===== src/rtl/zols_pkg.sv =====
`default_nettype none
package zols_pkg;

    // ==========================================================
    // Widths and encodings
    localparam int          ZOLS_AW        = 32;
    localparam int          ZOLS_DW        = 32;
    localparam int          ZOLS_OPND_W    = 24;

    // ==========================================================
    // Register write selectors
    localparam logic [1:0]  ZOLS_SEL_START = 2'h0;
    localparam logic [1:0]  ZOLS_SEL_FINAL = 2'h1;
    localparam logic [1:0]  ZOLS_SEL_COUNT = 2'h2;
    localparam logic [1:0]  ZOLS_SEL_FLAGW = 2'h3;

    // ==========================================================
    // Flag word field and reset values
    localparam int          ZOLS_FLAGW_MODE_BIT = 8;
    localparam logic        ZOLS_MODE_RST       = 1'h0;
    localparam logic        ZOLS_ONEW_RST       = 1'h0;
    localparam logic [31:0] ZOLS_ADDR_RST       = 32'h0000_0000;
    localparam logic [31:0] ZOLS_COUNT_RST      = 32'h0000_0000;

    // ==========================================================
    // Timing
    localparam int          ZOLS_SETUP_CYC = 4;

    typedef enum logic [1:0] {
        ZOLS_OP_NONE,
        ZOLS_OP_BLOCK,
        ZOLS_OP_SINGLE
    } zols_op_e;

    typedef struct packed {
        logic        we;
        logic [1:0]  sel;
        logic [31:0] data;
    } zols_regwr_s;

    typedef struct packed {
        logic        valid;
        logic [31:0] pc;
        logic [31:0] word;
    } zols_fetch_s;

endpackage : zols_pkg
`default_nettype wire


===== src/rtl/zols_setup_timer.sv =====
`default_nettype none
module zols_setup_timer
    import zols_pkg::*;
#(
    parameter int CYC = ZOLS_SETUP_CYC
) (
    input  wire logic core_clk,
    input  wire logic nrst,
    input  wire logic start,
    output logic      busy
);
    logic [3:0] cnt_r;
    logic [3:0] cnt_nxt;
    logic       busy_r;

    assign cnt_nxt = start              ? 4'(CYC - 1)  :
                     (cnt_r != 4'h0)    ? cnt_r - 4'h1 : cnt_r;

    // Busy kept in its own flop so the output needs no decode
    always_ff @(posedge core_clk or negedge nrst) begin
        if (!nrst) begin
            cnt_r  <= 4'h0;
            busy_r <= 1'b0;
        end else begin
            cnt_r  <= cnt_nxt;
            busy_r <= (cnt_nxt != 4'h0);
        end
    end

    assign busy = busy_r;
endmodule : zols_setup_timer
`default_nettype wire


===== src/rtl/zols_seq.sv =====
// Contract
// (RULE_01) Block loop sets start, end, mode; clears one-word
// (RULE_02) Block loop end operand is 24-bit field
// (RULE_03) Software loads count before block loop
// (RULE_04) Count holds passes minus one
// (RULE_05) Single loop sets start, end, flags, count
// (RULE_06) Block repeats stay interruptible
// (RULE_07) Single repeat blocks interrupts
// (RULE_08) Single repeat fetches memory only first pass
// (RULE_09) Block end match decrements, reloads start
// (RULE_10) Negative count at end clears flags
// (RULE_11) Single repeat decrements, exits when negative
// (RULE_12) Count untouched while mode flag clear
// (RULE_13) Count 80000000h gives 80000001h passes
// (RULE_14) Setup four cycles, later passes zero overhead
// (RULE_15) Decision only when end word fetched
// (RULE_16) Zero count or cleared mode ends repeat
// (RULE_17) No plain branches as block's last word
// (RULE_18) No delayed branches in last four words
// (RULE_19) Mode flag readable in flag word
// (RULE_20) Mode flag selects repeat sequencing
// (RULE_21) One-word flag hidden; both flags mean single
// (RULE_22) Reset clears both loop flags
`default_nettype none
module zols_seq
    import zols_pkg::*;
(
    input  wire logic             core_clk,
    input  wire logic             nrst,
    input  wire zols_op_e         loop_op,
    input  wire logic [31:0]      loop_op_pc,
    input  wire logic [31:0]      loop_operand,
    input  wire zols_regwr_s      reg_wr,
    input  wire zols_fetch_s      fetch,
    input  wire logic             irq_pending,
    output zols_fetch_s           issue,
    output logic                  mem_fetch_en,
    output logic [31:0]           next_pc,
    output logic                  irq_take,
    output logic                  setup_busy,
    output logic [31:0]           loop_start_addr,
    output logic [31:0]           loop_final_addr,
    output logic [31:0]           loop_count,
    output logic                  loop_mode_flag
);
    import zols_pkg::*;

    // ==========================================================
    // State
    logic [31:0] start_r, final_r, count_r, npc_r;
    logic        mode_r, onew_r, first_r, irq_r, mfe_r;
    logic [31:0] latch_r;
    zols_fetch_s issue_r;

    // ==========================================================
    // Decode
    wire        single_act = mode_r && onew_r;            // [RULE_21]
    wire        block_act  = mode_r && !onew_r;
    wire        at_end     = fetch.valid && fetch.pc == final_r; // [RULE_15]
    wire [31:0] cnt_dec    = count_r - 32'h1;
    // Signed test of the decremented count: 80000000h steps to
    // 7fffffffh, still positive, so it gives 80000001h passes
    wire        dec_neg    = cnt_dec[31];                 // [RULE_04] [RULE_13]
    wire        rpt_step   = (block_act && at_end)
                           || (single_act && fetch.valid); // [RULE_09] [RULE_11]
    wire        loop_back  = rpt_step && !dec_neg;
    wire        loop_done  = rpt_step && dec_neg;
    wire        op_block   = loop_op == ZOLS_OP_BLOCK;
    wire        op_single  = loop_op == ZOLS_OP_SINGLE;
    wire [31:0] after_op   = loop_op_pc + 32'h1;
    wire [31:0] ext_final  = {8'h00, loop_operand[ZOLS_OPND_W-1:0]}; // [RULE_02]
    wire        wr_count   = reg_wr.we && reg_wr.sel == ZOLS_SEL_COUNT;
    wire        wr_flagw   = reg_wr.we && reg_wr.sel == ZOLS_SEL_FLAGW;
    wire        setup_go   = op_block || op_single;
    wire        tmr_busy;

    // Reused word only valid after first pass; first pass reads memory
    wire        reuse      = single_act && !first_r;      // [RULE_08]
    wire [31:0] word_sel   = reuse ? latch_r : fetch.word;

    // ==========================================================
    // Setup overhead on the loop instructions only
    zols_setup_timer #(
        .CYC (ZOLS_SETUP_CYC)
    ) u_setup (
        .core_clk (core_clk),
        .nrst     (nrst),
        .start    (setup_go),
        .busy     (tmr_busy)
    ); // [RULE_14]

    // ==========================================================
    // Loop registers
    always_ff @(posedge core_clk or negedge nrst) begin
        if (!nrst) begin
            start_r <= ZOLS_ADDR_RST;
            final_r <= ZOLS_ADDR_RST;
        end else if (op_block) begin
            start_r <= after_op;                          // [RULE_01]
            final_r <= ext_final;                         // [RULE_01]
        end else if (op_single) begin
            start_r <= after_op;                          // [RULE_05]
            final_r <= after_op;                          // [RULE_05]
        end else if (reg_wr.we && reg_wr.sel == ZOLS_SEL_START) begin
            start_r <= reg_wr.data;                       // [RULE_19]
        end else if (reg_wr.we && reg_wr.sel == ZOLS_SEL_FINAL) begin
            final_r <= reg_wr.data;                       // [RULE_19]
        end
    end

    // Software write wins over hardware decrement: writing zero
    // must be able to cut a repeat short
    always_ff @(posedge core_clk or negedge nrst) begin
        if (!nrst) begin
            count_r <= ZOLS_COUNT_RST;
        end else if (op_single) begin
            count_r <= loop_operand;                      // [RULE_05]
        end else if (wr_count) begin
            count_r <= reg_wr.data;                       // [RULE_16]
        end else if (mode_r && rpt_step) begin
            count_r <= cnt_dec;                           // [RULE_12]
        end
    end

    // ==========================================================
    // Mode flags
    always_ff @(posedge core_clk or negedge nrst) begin
        if (!nrst) begin
            mode_r <= ZOLS_MODE_RST;                      // [RULE_22]
            onew_r <= ZOLS_ONEW_RST;                      // [RULE_22]
        end else if (op_block) begin
            mode_r <= 1'b1;                               // [RULE_01]
            onew_r <= 1'b0;                               // [RULE_01]
        end else if (op_single) begin
            mode_r <= 1'b1;                               // [RULE_05]
            onew_r <= 1'b1;                               // [RULE_05]
        end else if (wr_flagw) begin
            mode_r <= reg_wr.data[ZOLS_FLAGW_MODE_BIT];   // [RULE_16]
            if (!reg_wr.data[ZOLS_FLAGW_MODE_BIT]) begin
                onew_r <= 1'b0;
            end
        end else if (loop_done) begin
            mode_r <= 1'b0;                               // [RULE_10] [RULE_11]
            onew_r <= 1'b0;                               // [RULE_10] [RULE_11]
        end
    end

    // ==========================================================
    // Fetch sequencing
    always_ff @(posedge core_clk or negedge nrst) begin
        if (!nrst) begin
            first_r <= 1'b0;
            latch_r <= 32'h0;
        end else begin
            if (op_single) begin
                first_r <= 1'b1;
            end else if (single_act && fetch.valid) begin
                first_r <= 1'b0;
            end
            if (single_act && first_r && fetch.valid) begin
                latch_r <= fetch.word;                    // [RULE_08]
            end
        end
    end

    // Next pc: start on block loop-back, held pc in single repeat until exit, else sequential [RULE_20]
    wire [31:0] seq_pc  = fetch.pc + 32'h1;
    wire        hold_pc = single_act && !loop_done;
    wire [31:0] pc_nxt  = loop_back && block_act ? start_r :
                          hold_pc ? fetch.pc : seq_pc;    // [RULE_09]
    wire        mfe_nxt = !(single_act && !loop_done &&
                            !(first_r && !fetch.valid)) || op_single;

    always_ff @(posedge core_clk or negedge nrst) begin
        if (!nrst) begin
            npc_r   <= ZOLS_ADDR_RST;
            issue_r <= '0;
            irq_r   <= 1'b0;
            mfe_r   <= 1'b1;
        end else begin
            if (fetch.valid) begin
                npc_r <= pc_nxt;                          // [RULE_14]
            end
            issue_r <= '{valid: fetch.valid || reuse,
                         pc:    fetch.pc,
                         word:  word_sel};                // [RULE_08]
            irq_r   <= irq_pending && !single_act && !op_single; // [RULE_06] [RULE_07]
            mfe_r   <= mfe_nxt;                           // [RULE_08]
        end
    end

    // ==========================================================
    // Outputs
    assign issue           = issue_r;
    assign next_pc         = npc_r;
    assign irq_take        = irq_r;
    assign mem_fetch_en    = mfe_r;
    assign setup_busy      = tmr_busy;
    assign loop_start_addr = start_r;
    assign loop_final_addr = final_r;
    assign loop_count      = count_r;
    assign loop_mode_flag  = mode_r;                      // [RULE_19]

    // ==========================================================
    // Checks
    chk_irq_single_block: assert property (@(posedge core_clk)
        disable iff (!nrst) single_act |=> !irq_take)     // [RULE_07]
        else $error("interrupt taken in single repeat");
    chk_count_idle_hold: assert property (@(posedge core_clk)
        disable iff (!nrst) (!mode_r && !wr_count && !op_single)
        |=> $stable(count_r))                             // [RULE_12]
        else $error("count moved while mode clear");
    chk_block_setup_regs: assert property (@(posedge core_clk)
        disable iff (!nrst) op_block |=> mode_r && !onew_r
        && start_r == $past(after_op))                    // [RULE_01]
        else $error("block loop setup wrong");
    chk_single_setup_regs: assert property (@(posedge core_clk)
        disable iff (!nrst) op_single |=> single_act
        && final_r == start_r && count_r == $past(loop_operand)) // [RULE_05]
        else $error("single loop setup wrong");
    chk_block_loopback_pc: assert property (@(posedge core_clk)
        disable iff (!nrst) (block_act && at_end && !dec_neg)
        |=> next_pc == $past(start_r))                    // [RULE_09]
        else $error("no loop back at end");
    chk_block_exit_flags: assert property (@(posedge core_clk)
        disable iff (!nrst) (loop_done && !setup_go && !wr_flagw)
        |=> !mode_r && !onew_r)                           // [RULE_10]
        else $error("flags not cleared at exit");
    chk_block_operand_width: assert property (@(posedge core_clk)
        disable iff (!nrst) op_block |=> final_r[31:24] == 8'h00) // [RULE_02]
        else $error("end operand wider than field");
    chk_setup_four_cycles: assert property (@(posedge core_clk)
        disable iff (!nrst) (setup_go && !tmr_busy)
        |=> setup_busy [*3] ##1 !setup_busy)              // [RULE_14]
        else $error("setup not four cycles");
    chk_block_end_only: assert property (@(posedge core_clk)
        disable iff (!nrst) (block_act && !at_end && !wr_count)
        |=> $stable(count_r))                             // [RULE_15]
        else $error("count moved away from end");
endmodule : zols_seq
`default_nettype wire


===== config.mk =====
export PLATFORM = sky130hd
export DESIGN_NAME = zols_seq
export DESIGN_NICKNAME = d
export VERILOG_FILES = /design/src/rtl/zols_pkg.sv /design/src/rtl/zols_setup_timer.sv /design/src/rtl/zols_seq.sv
export SDC_FILE = /design/constraint.sdc
export NUM_CORES = 1
export LEC_CHECK = 0
export BUFFER_PORTS_ARGS = -buffer_cell sky130_fd_sc_hd__buf_2
export CAP_MARGIN = 5
export CORE_ASPECT_RATIO = 1.2
export CORE_MARGIN = 2
export CORE_UTILIZATION = 40
export DETAILED_ROUTE_END_ITERATION = 10
export PLACE_DENSITY = 0.75
export SKIP_CTS_REPAIR_TIMING = 1
export SLEW_MARGIN = 10
export SYNTH_ARGS = -nofsm -noshare
export SYNTH_HDL_FRONTEND = slang
export SYNTH_SLANG_ARGS = --single-unit

===== constraint.sdc =====
create_clock -name core_clk -period 3.5 [get_ports core_clk]
set_input_delay 0.35 -clock core_clk [delete_from_list [all_inputs] [get_ports core_clk]]
set_output_delay 0.35 -clock core_clk [all_outputs]
set_load 0.01 [all_outputs]

* After elaboration in Yosys (flattened, before gate mapping)
Index checks and enable logic that the tools add are counted.
Word-level totals: bits of input ports 169, flip-flop bits (word level) 235, logic and storage cells 96, output and inout bits 197
Cells by class: muxes and demuxes 25, reductions and logical operators 44, $add $sub $neg 4, equality and inequality tests 8
Operators with widths (count):
- 32-bit two-way mux | 13
- 32-bit by 1-bit adder with 32-bit output (second input constant) | 2
- 32-bit == test | 1
- 32-bit by 1-bit subtractor with 32-bit output (second input constant) | 1
- 1-bit logical AND | 21
- 4-bit nonzero test | 3
- 1-bit two-way mux | 10
- 1-bit logical NOT | 9
- 3-bit nonzero test | 3
- 4-bit two-way mux | 2
- 2-bit == test (second input constant) | 3
- 2-bit by 1-bit == test with 1-bit output (second input constant) | 2
- 1-bit logical OR | 4
- 4-bit inequality test (second input constant) | 1
- 2-bit AND reduction | 2
- 4-bit by 1-bit subtractor with 4-bit output (second input constant) | 1
- 3-bit inequality test (second input constant) | 1
- 2-bit logical NOT | 1
- 2-bit nonzero test | 1

* Longest topological paths before layout
Gate-level depths: netlist (run 1).
depth in word-level cells 10, depth in mapped cells 10, mapped depth without buffers 9

* Modules after synthesis
A second synthesis (run 1) with hierarchy kept.
Unflattened totals: cells, all modules 1314, area total of the unflattened synthesis 12547.0 um^2
By module, submodules not included:
- zols_seq | cells an instance 1287, area each 12268.0 um^2, times used 1, sequential area each 5756.8 um^2
- zols_setup_timer | cells an instance 27, area each 279.0 um^2, times used 1, sequential area each 125.1 um^2

* Worst setup path after synthesis (run 1)
OpenSTA, ideal clock, no wires.
kind register -> register, start point reg count_r[0] (netlist: loop_count[0]), end point reg count_r[30] (netlist: loop_count[30]), data required time 3421 ps, path slack 834 ps, stages on the path, launching flop included 10, period minus slack after synthesis 2666 ps, library setup time 79 ps, buffers on the path 0, data arrival time 2587 ps, cell sequence dfrtp_1 -> inv_1 -> ha_1 -> or4b_2 -> nor4_4 -> nand3_1 -> or2_2 -> xor2_1 -> a211o_1 -> a2bb2oi_1
Between the ends: word-level cells in the longest chain between the ends 4
Ends and longest elaborated chain:
- start, declared | RTL line zols_seq.sv:50 | logic [31:0] start_r, final_r, count_r, npc_r;
- start signal, assigned | RTL line zols_seq.sv:117 | count_r <= loop_operand;
- start signal, assigned | RTL line zols_seq.sv:119 | count_r <= reg_wr.data;
- start signal, assigned | RTL line zols_seq.sv:121 | count_r <= cnt_dec;
- 32-bit by 1-bit subtractor with 32-bit output | RTL line zols_seq.sv:60 | wire [31:0] cnt_dec = count_r - 32'h1;
- 32-bit two-way mux | RTL line zols_seq.sv:120 | end else if (mode_r && rpt_step) begin
- 32-bit two-way mux | RTL line zols_seq.sv:118 | end else if (wr_count) begin
- 32-bit two-way mux | RTL line zols_seq.sv:116 | end else if (op_single) begin
Every way passes these cells. The select of a mux whose other input is x is not followed. A chain may end at the register's enable or synchronous reset.

* Worst setup path after layout (run 1)
start point reg count_r[6] (netlist: loop_count[6]), end point reg count_r[29] (netlist: loop_count[29])
The elaborated chain is that of the path after synthesis.

==> results.cfg, run 1 <==
[route]
ant_nets = 0
vias = 11359
viasPerCell = 5.60
wl_per_cell_um = 21.7
wirelength_mm = 44.1
firstDrtPassIters = 6
drc = 0
drt_iter0_markers = 1056

[pwr]
vdd_drop_max_mv = 0.345
power_density_mw_per_mm2 = 535
leakage_nw = 7.05

[synth]
async_flop_share_pct = 100
ys.flop_type = dfrtp_1
synth_cell_types = 62
synth_area_mm2 = 0.0122
synth_warnings = 0
synth_edf_count = 0
avgSynthCellArea_um2 = 9.81
syn_nets = 1423
ys_ff_latch = 235
seq_area_frac_synth_pct = 48.0
synthCells = 1248

[sta]
maxSlewViolCount = 0
period_needed_ns = 3.45
worst_slew_pin_slew_ns = 1.13
fin_skew_ns = 0.0133
tns_ns = 0
timing.fmax_mhz = 290
slew-limit-headroom_pct = 24.1
hold_viol = 0
fin_ws_ns = 0.0516
worst_hold_slack_ns = 0.00709
rsz0062_at_grt = no
min_period_over_period_pct = 98.5
setup_viol = 0

[critical_path]
setup.worst_path.class = reg2reg
cp_slowest_cell = nor4_1
worstPathCellList = or4_4 -> or2_4 -> nor4_1 -> nand4_1 -> a21oi_1 -> mux2i_1 -> a221o_1
r2r_cells = 7
worstSetupStartpointType = flip-flop
cp.arrival_ns = 3.87
critPathMaxFanout = 8
cp-end-kind = flip-flop
cp.required_ns = 3.92
cpPeakStageDelay_ns = 0.90

[clocking]
clockBufferDepth = 3
clk-insertion-delay-late_ns = 0.55
cts_tree = built
cts_root_buffer = clkbuf_16
cts.reportedPaths.clkPinSlew_ns = 0.06
cts_sinks = 235
numCtsBuffers = 26
htree_levels = 1

[grt]
grt_pass1_vias = 10926
grt_max_degree = 108
grt-ovfl-total = 0
grt_antenna_before_repair = 13
grt_pass1_wl_mm = 65.2
grt_util_all_layers_pct = 26.5

[final_layout]
area_growth_pct = 27.5
nNetsFinal = 1779
final_area_mm2 = 0.0156
drive_gt1_share_pct = 31.9
layout_common_cells = 364 x buf_2, 234 x dfrtp_1, 127 x nor2_1
layout_commonest_cell = buf_2

[die]
die_w_um = 164
initial_utilization_pct = 40.4
ioPinCount = 366
core_area_mm2 = 0.0303
dieArea_mm2 = 0.0320
rows = 70
die_y_um = 196

[worst_hold_path]
whs_path_depth = 1
hold_path.class = in2reg

[placed_design]
place_congestion = 0.935
preCtsSetupSlack_ns = 0.197
portBuffers = 365
dpl-instance-area_mm2 = 0.0145
detailed_place_hpwl_mm = 33.4

[outcome]
outcome = finished clean

[flow_run]
maxCapViolations = 0
## per-layer routing
layer / vias to the layer above / global-route usage (%) / wire length, um
met3: 92 / 3.57 / 3620
met5: - / 0 / 21
met2: 557 / 43.8 / 21400
li1: 5215 / - / -
met1: 5491 / 35.1 / 17400
met4: 4 / 10.8 / 1620
## cell type report
type / count / area [um2]
fill: 2849 / 14700
multi-input combinational: 915 / 6030
sequential: 235 / 5880
timing repair buffer: 405 / 2230
clock buffer: 38 / 756
tap: 396 / 495
clock inverter: 8 / 111
inverter: 21 / 78.8
antenna: 11 / 27.5
## critical path: cells and delay by family (launching register included)
kind / cells / cell delay, ns
AND/OR/NAND/NOR: 4 / 2.19
AO/OA/AOI/OAI: 2 / 0.59
flip-flops: 1 / 0.43
multiplexers: 1 / 0.11
## worst paths after layout
kind | start | slack (ns) | end
worst max-delay path | loop_count[6] | 0.05 | loop_count[29]
worst min-delay path | fetch[40] | 0.007 | issue[40]
worst max register to register | loop_count[6] | 0.05 | loop_count[29]
worst min register to register | latch_r[6] | 0.50 | latch_r[6]
max in group asynchronous | nrst | 2.12 | loop_start_addr[9]
min in group asynchronous | nrst | 0.42 | latch_r[1]
## logic make-up after synthesis
kind of cell | after synthesis | synth area share [%]
fa+ha+maj | 6 | 0.613
flops | 235 | 48.0
simple gates | 454 | 18.6
xor+xnor | 111 | 7.94
mux | 82 | 7.41
buf+inv | 98 | 3.18
compound gates | 262 | 14.2
## cells in the mapped netlist (all sizes together), types with 3 or more instances
cell / count / area share (%)
nor3b: 5 / 0.31
o22ai: 5 / 0.26
a31oi: 6 / 0.31
a211o: 6 / 0.43
or2: 4 / 0.22
nor2: 129 / 4.0
inv: 21 / 0.64
a21o: 3 / 0.18
xnor2: 54 / 3.9
mux2: 69 / 6.3
nor4: 13 / 1.0
o2111ai: 6 / 0.43
o21a: 3 / 0.18
o221ai: 6 / 0.43
nand3: 30 / 1.2
o21ai: 55 / 2.2
clkbuf: 66 / 2.0
xor2: 57 / 4.1
buf: 11 / 0.51
mux2i: 13 / 1.1
a221o: 36 / 2.9
a21oi: 85 / 3.5
nand2: 97 / 3.0
and3: 29 / 1.5
a211oi: 19 / 1.2
a22o: 4 / 0.29
nand4: 27 / 1.4
ha: 6 / 0.61
nor3: 47 / 2.0
and2: 3 / 0.15
o311ai: 3 / 0.21
or4: 11 / 0.71
dfrtp: 234 / 48
o211ai: 14 / 0.86
or3: 14 / 0.72
nand2b: 4 / 0.20
nor2b: 33 / 1.7
## state kept, by name, indices dropped and copies added, names as in the netlist
signal and cells:
first_r 1, next_pc 32, irq_take 1, loop_final_addr 32, u_setup.cnt_r 4, loop_count 32
loop_mode_flag 1, mem_fetch_en 1, latch_r 32, issue 65, u_setup.busy 1, onew_r 1
loop_start_addr 32
## where the power goes
part	internal [W]	total, W	switching (W)
registers	0.00319	0.00359	0.000410
logic	0.000855	0.00196	0.00110
clock network	0.00165	0.00280	0.00116
total	0.00569	0.00835	0.00267
## through the flow
stage | instances | power (W) | utilization (%)
global placement | 1955 | 0.00549 | 48.0
detailed placement | 1955 | 0.00556 | 48.0
floorplan | 1248 | 0.00460 | -
CTS | 2001 | 0.00838 | 50.8
global route | 2028 | 0.00872 | 51.5
finish | 2029 | 0.00835 | 51.5
No activity file was read; power rests on OpenSTA's default activity.
==> run 2: changes to the inputs <==
--- a/config.mk
+++ b/config.mk
@@ -10,3 +10,3 @@
 export CORE_ASPECT_RATIO = 1.2
-export CORE_MARGIN = 2
+export CORE_MARGIN = 4
 export CORE_UTILIZATION = 40
==> constraint.sdc (replaced) <==
create_clock -name core_clk -period 3.5 [get_ports core_clk]
set_input_delay 0 -clock core_clk [delete_from_list [all_inputs] [get_ports core_clk]]
set_output_delay 0 -clock core_clk [all_outputs]
set_load 0.01 [all_outputs]
==> results.cfg, run 2 (synthesis results as in run 1) <==
[outcome]
outcome = finished, violations left
violations = hold timing

[die]
initial_utilization_pct = 41.0
rows = 69
die_y_um = 200
die_w_um = 168
core_area_mm2 = 0.0299
dieArea_mm2 = 0.0335
ioPinCount = 366

[grt]
grt_antenna_before_repair = 12
grt_pass1_vias = 11051
grt_util_all_layers_pct = 25.6
grt_max_degree = 130
grt-ovfl-total = 0
grt_pass1_wl_mm = 66.6

[sta]
fin_skew_ns = 0.0261
timing.fmax_mhz = 303
hold_viol = 4
worst_hold_slack_ns = -0.0243
setup_viol = 0
rsz0062_at_grt = no
fin_ws_ns = 0.201
slew-limit-headroom_pct = 26.0
worst_slew_pin_slew_ns = 1.10
period_needed_ns = 3.30
min_period_over_period_pct = 94.3
maxSlewViolCount = 0
tns_ns = 0

[worst_hold_path]
whs_path_depth = 4
hold_path.class = in2reg

[critical_path]
setup.worst_path.class = reg2reg
critPathMaxFanout = 8
cp-end-kind = flip-flop
cp.arrival_ns = 3.70
cp.required_ns = 3.90
worstSetupStartpointType = flip-flop
r2r_cells = 7

[placed_design]
place_congestion = 0.965
detailed_place_hpwl_mm = 34.0
portBuffers = 365
dpl-instance-area_mm2 = 0.0145
preCtsSetupSlack_ns = 0.356
placedCellCount = 1944

[final_layout]
fin_cells = 2162
drive_gt1_share_pct = 28.9
final_area_mm2 = 0.0170
nNetsFinal = 1923
largest_reg_flops = 65
seqCellArea_mm2 = 0.00588
layout_common_cells = 364 x buf_2, 234 x dfrtp_1, 167 x dlygate4sd3_1
area_growth_pct = 38.5
multiInputGateArea_mm2 = 0.00603
n_fill_cell = 2618
layout_commonest_cell = buf_2

[route]
ant_nets = 0
wirelength_mm = 46.5
viasPerCell = 5.63
drt_iter0_markers = 1085
wl_per_cell_um = 21.5
firstDrtPassIters = 5
vias = 12174
drc = 0

[flow_run]
maxCapViolations = 0

[clocking]
cts.reportedPaths.clkPinSlew_ns = 0.06
cts_sinks = 235
htree_levels = 1
clk-insertion-delay-late_ns = 0.54
clockBufferDepth = 3
cts_tree = built
cts_root_buffer = clkbuf_16
numCtsBuffers = 25

[pwr]
leakage_nw = 7.60
power_density_mw_per_mm2 = 492
vdd_drop_max_mv = 0.365
==> run 2: cell type report <==
type	count	share of cell area, %
tap	390	2.88
inverter	21	0.465
timing repair buffer	550	21.7
clock inverter	8	0.472
sequential	235	34.7
multi-input combinational	915	35.5
antenna	7	0.103
clock buffer	36	4.17
==> run 2: power by group <==
| part | internal (W) | switching [W] |
|---|---|---|
| registers | 0.00318 | 0.000401 |
| logic | 0.000995 | 0.00116 |
| clock network | 0.00148 | 0.00112 |
| total | 0.00566 | 0.00268 |
==> run 2: stage by stage <==
| step | util [%] | power (W) |
|---|---|---|
| 5_1_grt | 56.8 | 0.00872 |
| 3_3_place_gp | 48.5 | 0.00550 |
| 2_1_floorplan | - | 0.00460 |
| 6_report | 56.8 | 0.00834 |
| 4_1_cts | 51.1 | 0.00818 |
| 3_5_place_dp | 48.5 | 0.00558 |
==> run 2: final timing paths <==
path / startpoint / end / slack (ns)
setup / recovery: loop_count[6] / loop_count[29] / 0.20
hold / removal: loop_op_pc[21] / loop_start_addr[21] / -0.02
setup reg to reg: loop_count[6] / loop_count[29] / 0.20
hold reg to reg: latch_r[21] / issue[21] / 0.50
max in group asynchronous: nrst / latch_r[12] / 2.41
min in group asynchronous: nrst / issue[0] / 0.21
==> run 2: critical path, stage by stage (launching register included) <==
cell	delay (ns)
dfrtp_1	0.42
or4_4	0.61
or2_4	0.31
nor4_1	0.78
nand4_1	0.33
a21oi_1	0.32
mux2i_1	0.11
a221o_1	0.26
==> run 2: layer usage <==
layer	global-route usage (%)	part of all wire, %	vias to the layer above
met1	33.8	39	5825
met3	4.75	8.4	152
met5	0	0.15	-
li1	-	-	5498
met2	41.3	48	687
met4	11.2	4.8	12
==> run 3: changes to the inputs <==
--- a/config.mk
+++ b/config.mk
@@ -8,3 +8,2 @@
 export BUFFER_PORTS_ARGS = -buffer_cell sky130_fd_sc_hd__buf_2
-export CAP_MARGIN = 5
 export CORE_ASPECT_RATIO = 1.2
==> constraint.sdc (replaced) <==
create_clock -name core_clk -period 3.5 [get_ports core_clk]
set_input_delay 0.35 -clock core_clk [delete_from_list [all_inputs] [get_ports core_clk]]
set_output_delay 0.35 -clock core_clk [all_outputs]
set_load 0.01 [all_outputs]
==> results.cfg, run 3 (synthesis results as in run 1) <==
[placed_design]
preCtsSetupSlack_ns = 0.160
place_congestion = 0.966
dpl-instance-area_mm2 = 0.0145
detailed_place_hpwl_mm = 34.1
portBuffers = 365

[final_layout]
layout_commonest_cell = buf_2
layout_common_cells = 364 x buf_2, 234 x dfrtp_1, 127 x nor2_1
area_growth_pct = 27.1
utilization_pct = 52.1
nNetsFinal = 1771
n_fill_cell = 2798
final_area_mm2 = 0.0156
largest_reg_flops = 65
drive_gt1_share_pct = 32.3

[clocking]
clk-insertion-delay-late_ns = 0.53
cts.reportedPaths.clkPinSlew_ns = 0.07
cts_tree = built
clockBufferDepth = 3
htree_levels = 1
cts_root_buffer = clkbuf_16
cts_sinks = 235
numCtsBuffers = 26

[grt]
use_met1_pct = 34.1
grt_pass1_wl_mm = 66.0
grt-ovfl-total = 0
grt_util_met2_pct = 40.3
grt_util_all_layers_pct = 25.2
use_met3_pct = 4.29
grt_antenna_before_repair = 21
grt_max_degree = 91
grt_pass1_vias = 10894
top_usage_layer = met2

[critical_path]
cp.required_ns = 3.91
cpPeakStageDelay_ns = 0.88
cp.arrival_ns = 3.85
critical_path.top_delay_family = simple AND/OR/NAND/NOR gates
regToRegStartpoint = loop_count[6]
r2r_end = loop_count[29]
worstSetupStartpointType = flip-flop
cp_slowest_cell = nor4_1
worstPathCellList = or4_4 -> or2_4 -> nor4_1 -> nand4_1 -> a21oi_1 -> mux2i_1 -> a221o_1
cp-end-kind = flip-flop
critPathMaxFanout = 8
worst-r2r-setup-slack_ns = 0.06
cp.depth = 7
crit_buf_inv = 0
r2r_cells = 7
setup.worst_path.class = reg2reg

[sta]
timing.fmax_mhz = 291
maxSlewViolCount = 0
rsz0062_at_grt = no
min_period_over_period_pct = 98.3
period_needed_ns = 3.44
worst_slew_pin_slew_ns = 1.12
fin_skew_ns = 0.0129
hold_viol = 0
slew-limit-headroom_pct = 25.2
tns_ns = 0
setup_viol = 0
fin_ws_ns = 0.0606

[outcome]
outcome = finished clean

[worst_hold_path]
whs_endpoint = issue[56]
whs_path_depth = 1
hold_path.class = in2reg
min_from = fetch[56]

[route]
drc = 0
vias = 11409
firstDrtPassIters = 5
wirelength_mm = 44.4
ant_nets = 0
drt_iter0_markers = 1019
viasPerCell = 5.65
wl_per_cell_um = 22.0

[pwr]
p_int_w = 0.00580
leakage_nw = 7.04
power_density_mw_per_mm2 = 543
sequentialPowerShare_pct = 42.5
pwr-share-clk_pct = 34.5
switching_share_pct = 31.5
total_power_w = 0.00846
vdd_drop_max_mv = 0.320
comb_power_share_pct = 23.1
power_switching_w = 0.00266

[die]
die_w_um = 168
ioPinCount = 366
dieArea_mm2 = 0.0335
die_y_um = 200
core_area_mm2 = 0.0299
initial_utilization_pct = 41.0
rows = 69

[flow_run]
maxCapViolations = 0
[run 3: cell types whose count changed in the layout (fill, tap and decap cells not counted), moves of 2 or more]
cell / previous run / this run
clkinv_4: 3 / 1
clkbuf_16: 25 / 27
clkbuf_1: 7 / 2
dlygate4sd3_1: 167 / 9
bufinv_16: 1 / 4
buf_4: 15 / 19
clkinv_2: 3 / 5
clkinvlp_4: 0 / 2
diode_2: 7 / 15
[run 3: worst register-to-register path, stage by stage (launching register included)]
cell and delay [ns]:
dfrtp_1 0.43, or4_4 0.61, or2_4 0.31, nor4_1 0.88, nand4_1 0.41, a21oi_1 0.33, mux2i_1 0.11, a221o_1 0.26
[run 3: final cells by class]
type | instances | area [um2] | share of cell area [%]
multi-input cells | 915 | 6030 | 38.7
clock inverters | 13 | 180 | 1.16
clock buffers | 32 | 724 | 4.65
repair buffers | 397 | 2150 | 13.8
well taps | 390 | 488 | 3.13
flip-flops and latches | 235 | 5880 | 37.8
diodes | 15 | 37.5 | 0.241
inverters | 21 | 78.8 | 0.506
[run 3: stage by stage]
stage,std cells,hold WS [ns]
2_1_floorplan,1248,0.0544
3_3_place_gp,1949,0.318
4_1_cts,1994,-0.240
3_5_place_dp,1949,0.321
5_1_grt,2017,0.00122
6_report,2018,0.0122
[run 3: how the worst max path moves through the flow]
| stage | start | end |
|---|---|---|
| global route | loop_count[6] | loop_count[29] |
| CTS | loop_count[6] | loop_count[29] |
| floorplan | loop_count[0] | loop_count[30] |
| finish | loop_count[6] | loop_count[29] |
| global placement | loop_count[6] | loop_count[29] |
| detailed placement | loop_count[6] | loop_count[29] |
[run 3: power by group through the flow]
stage | logic (W) | clock network [W] | registers [W]
after floorplan | 0.000952 | 0 | 0.00365
after global placement | 0.00190 | 0 | 0.00360
after detailed placement | 0.00195 | 0 | 0.00363
after CTS | 0.00196 | 0.00296 | 0.00358
after global routing | 0.00214 | 0.00309 | 0.00365
final | 0.00195 | 0.00292 | 0.00359
[run 3: routing by layer]
| layer | part of all wire [%] | vias up |
|---|---|---|
| li1 | - | 5197 |
| met4 | 4.5 | 12 |
| met3 | 7.8 | 116 |
| met2 | 48 | 560 |
| met5 | 0.16 | - |
| met1 | 40 | 5524 |
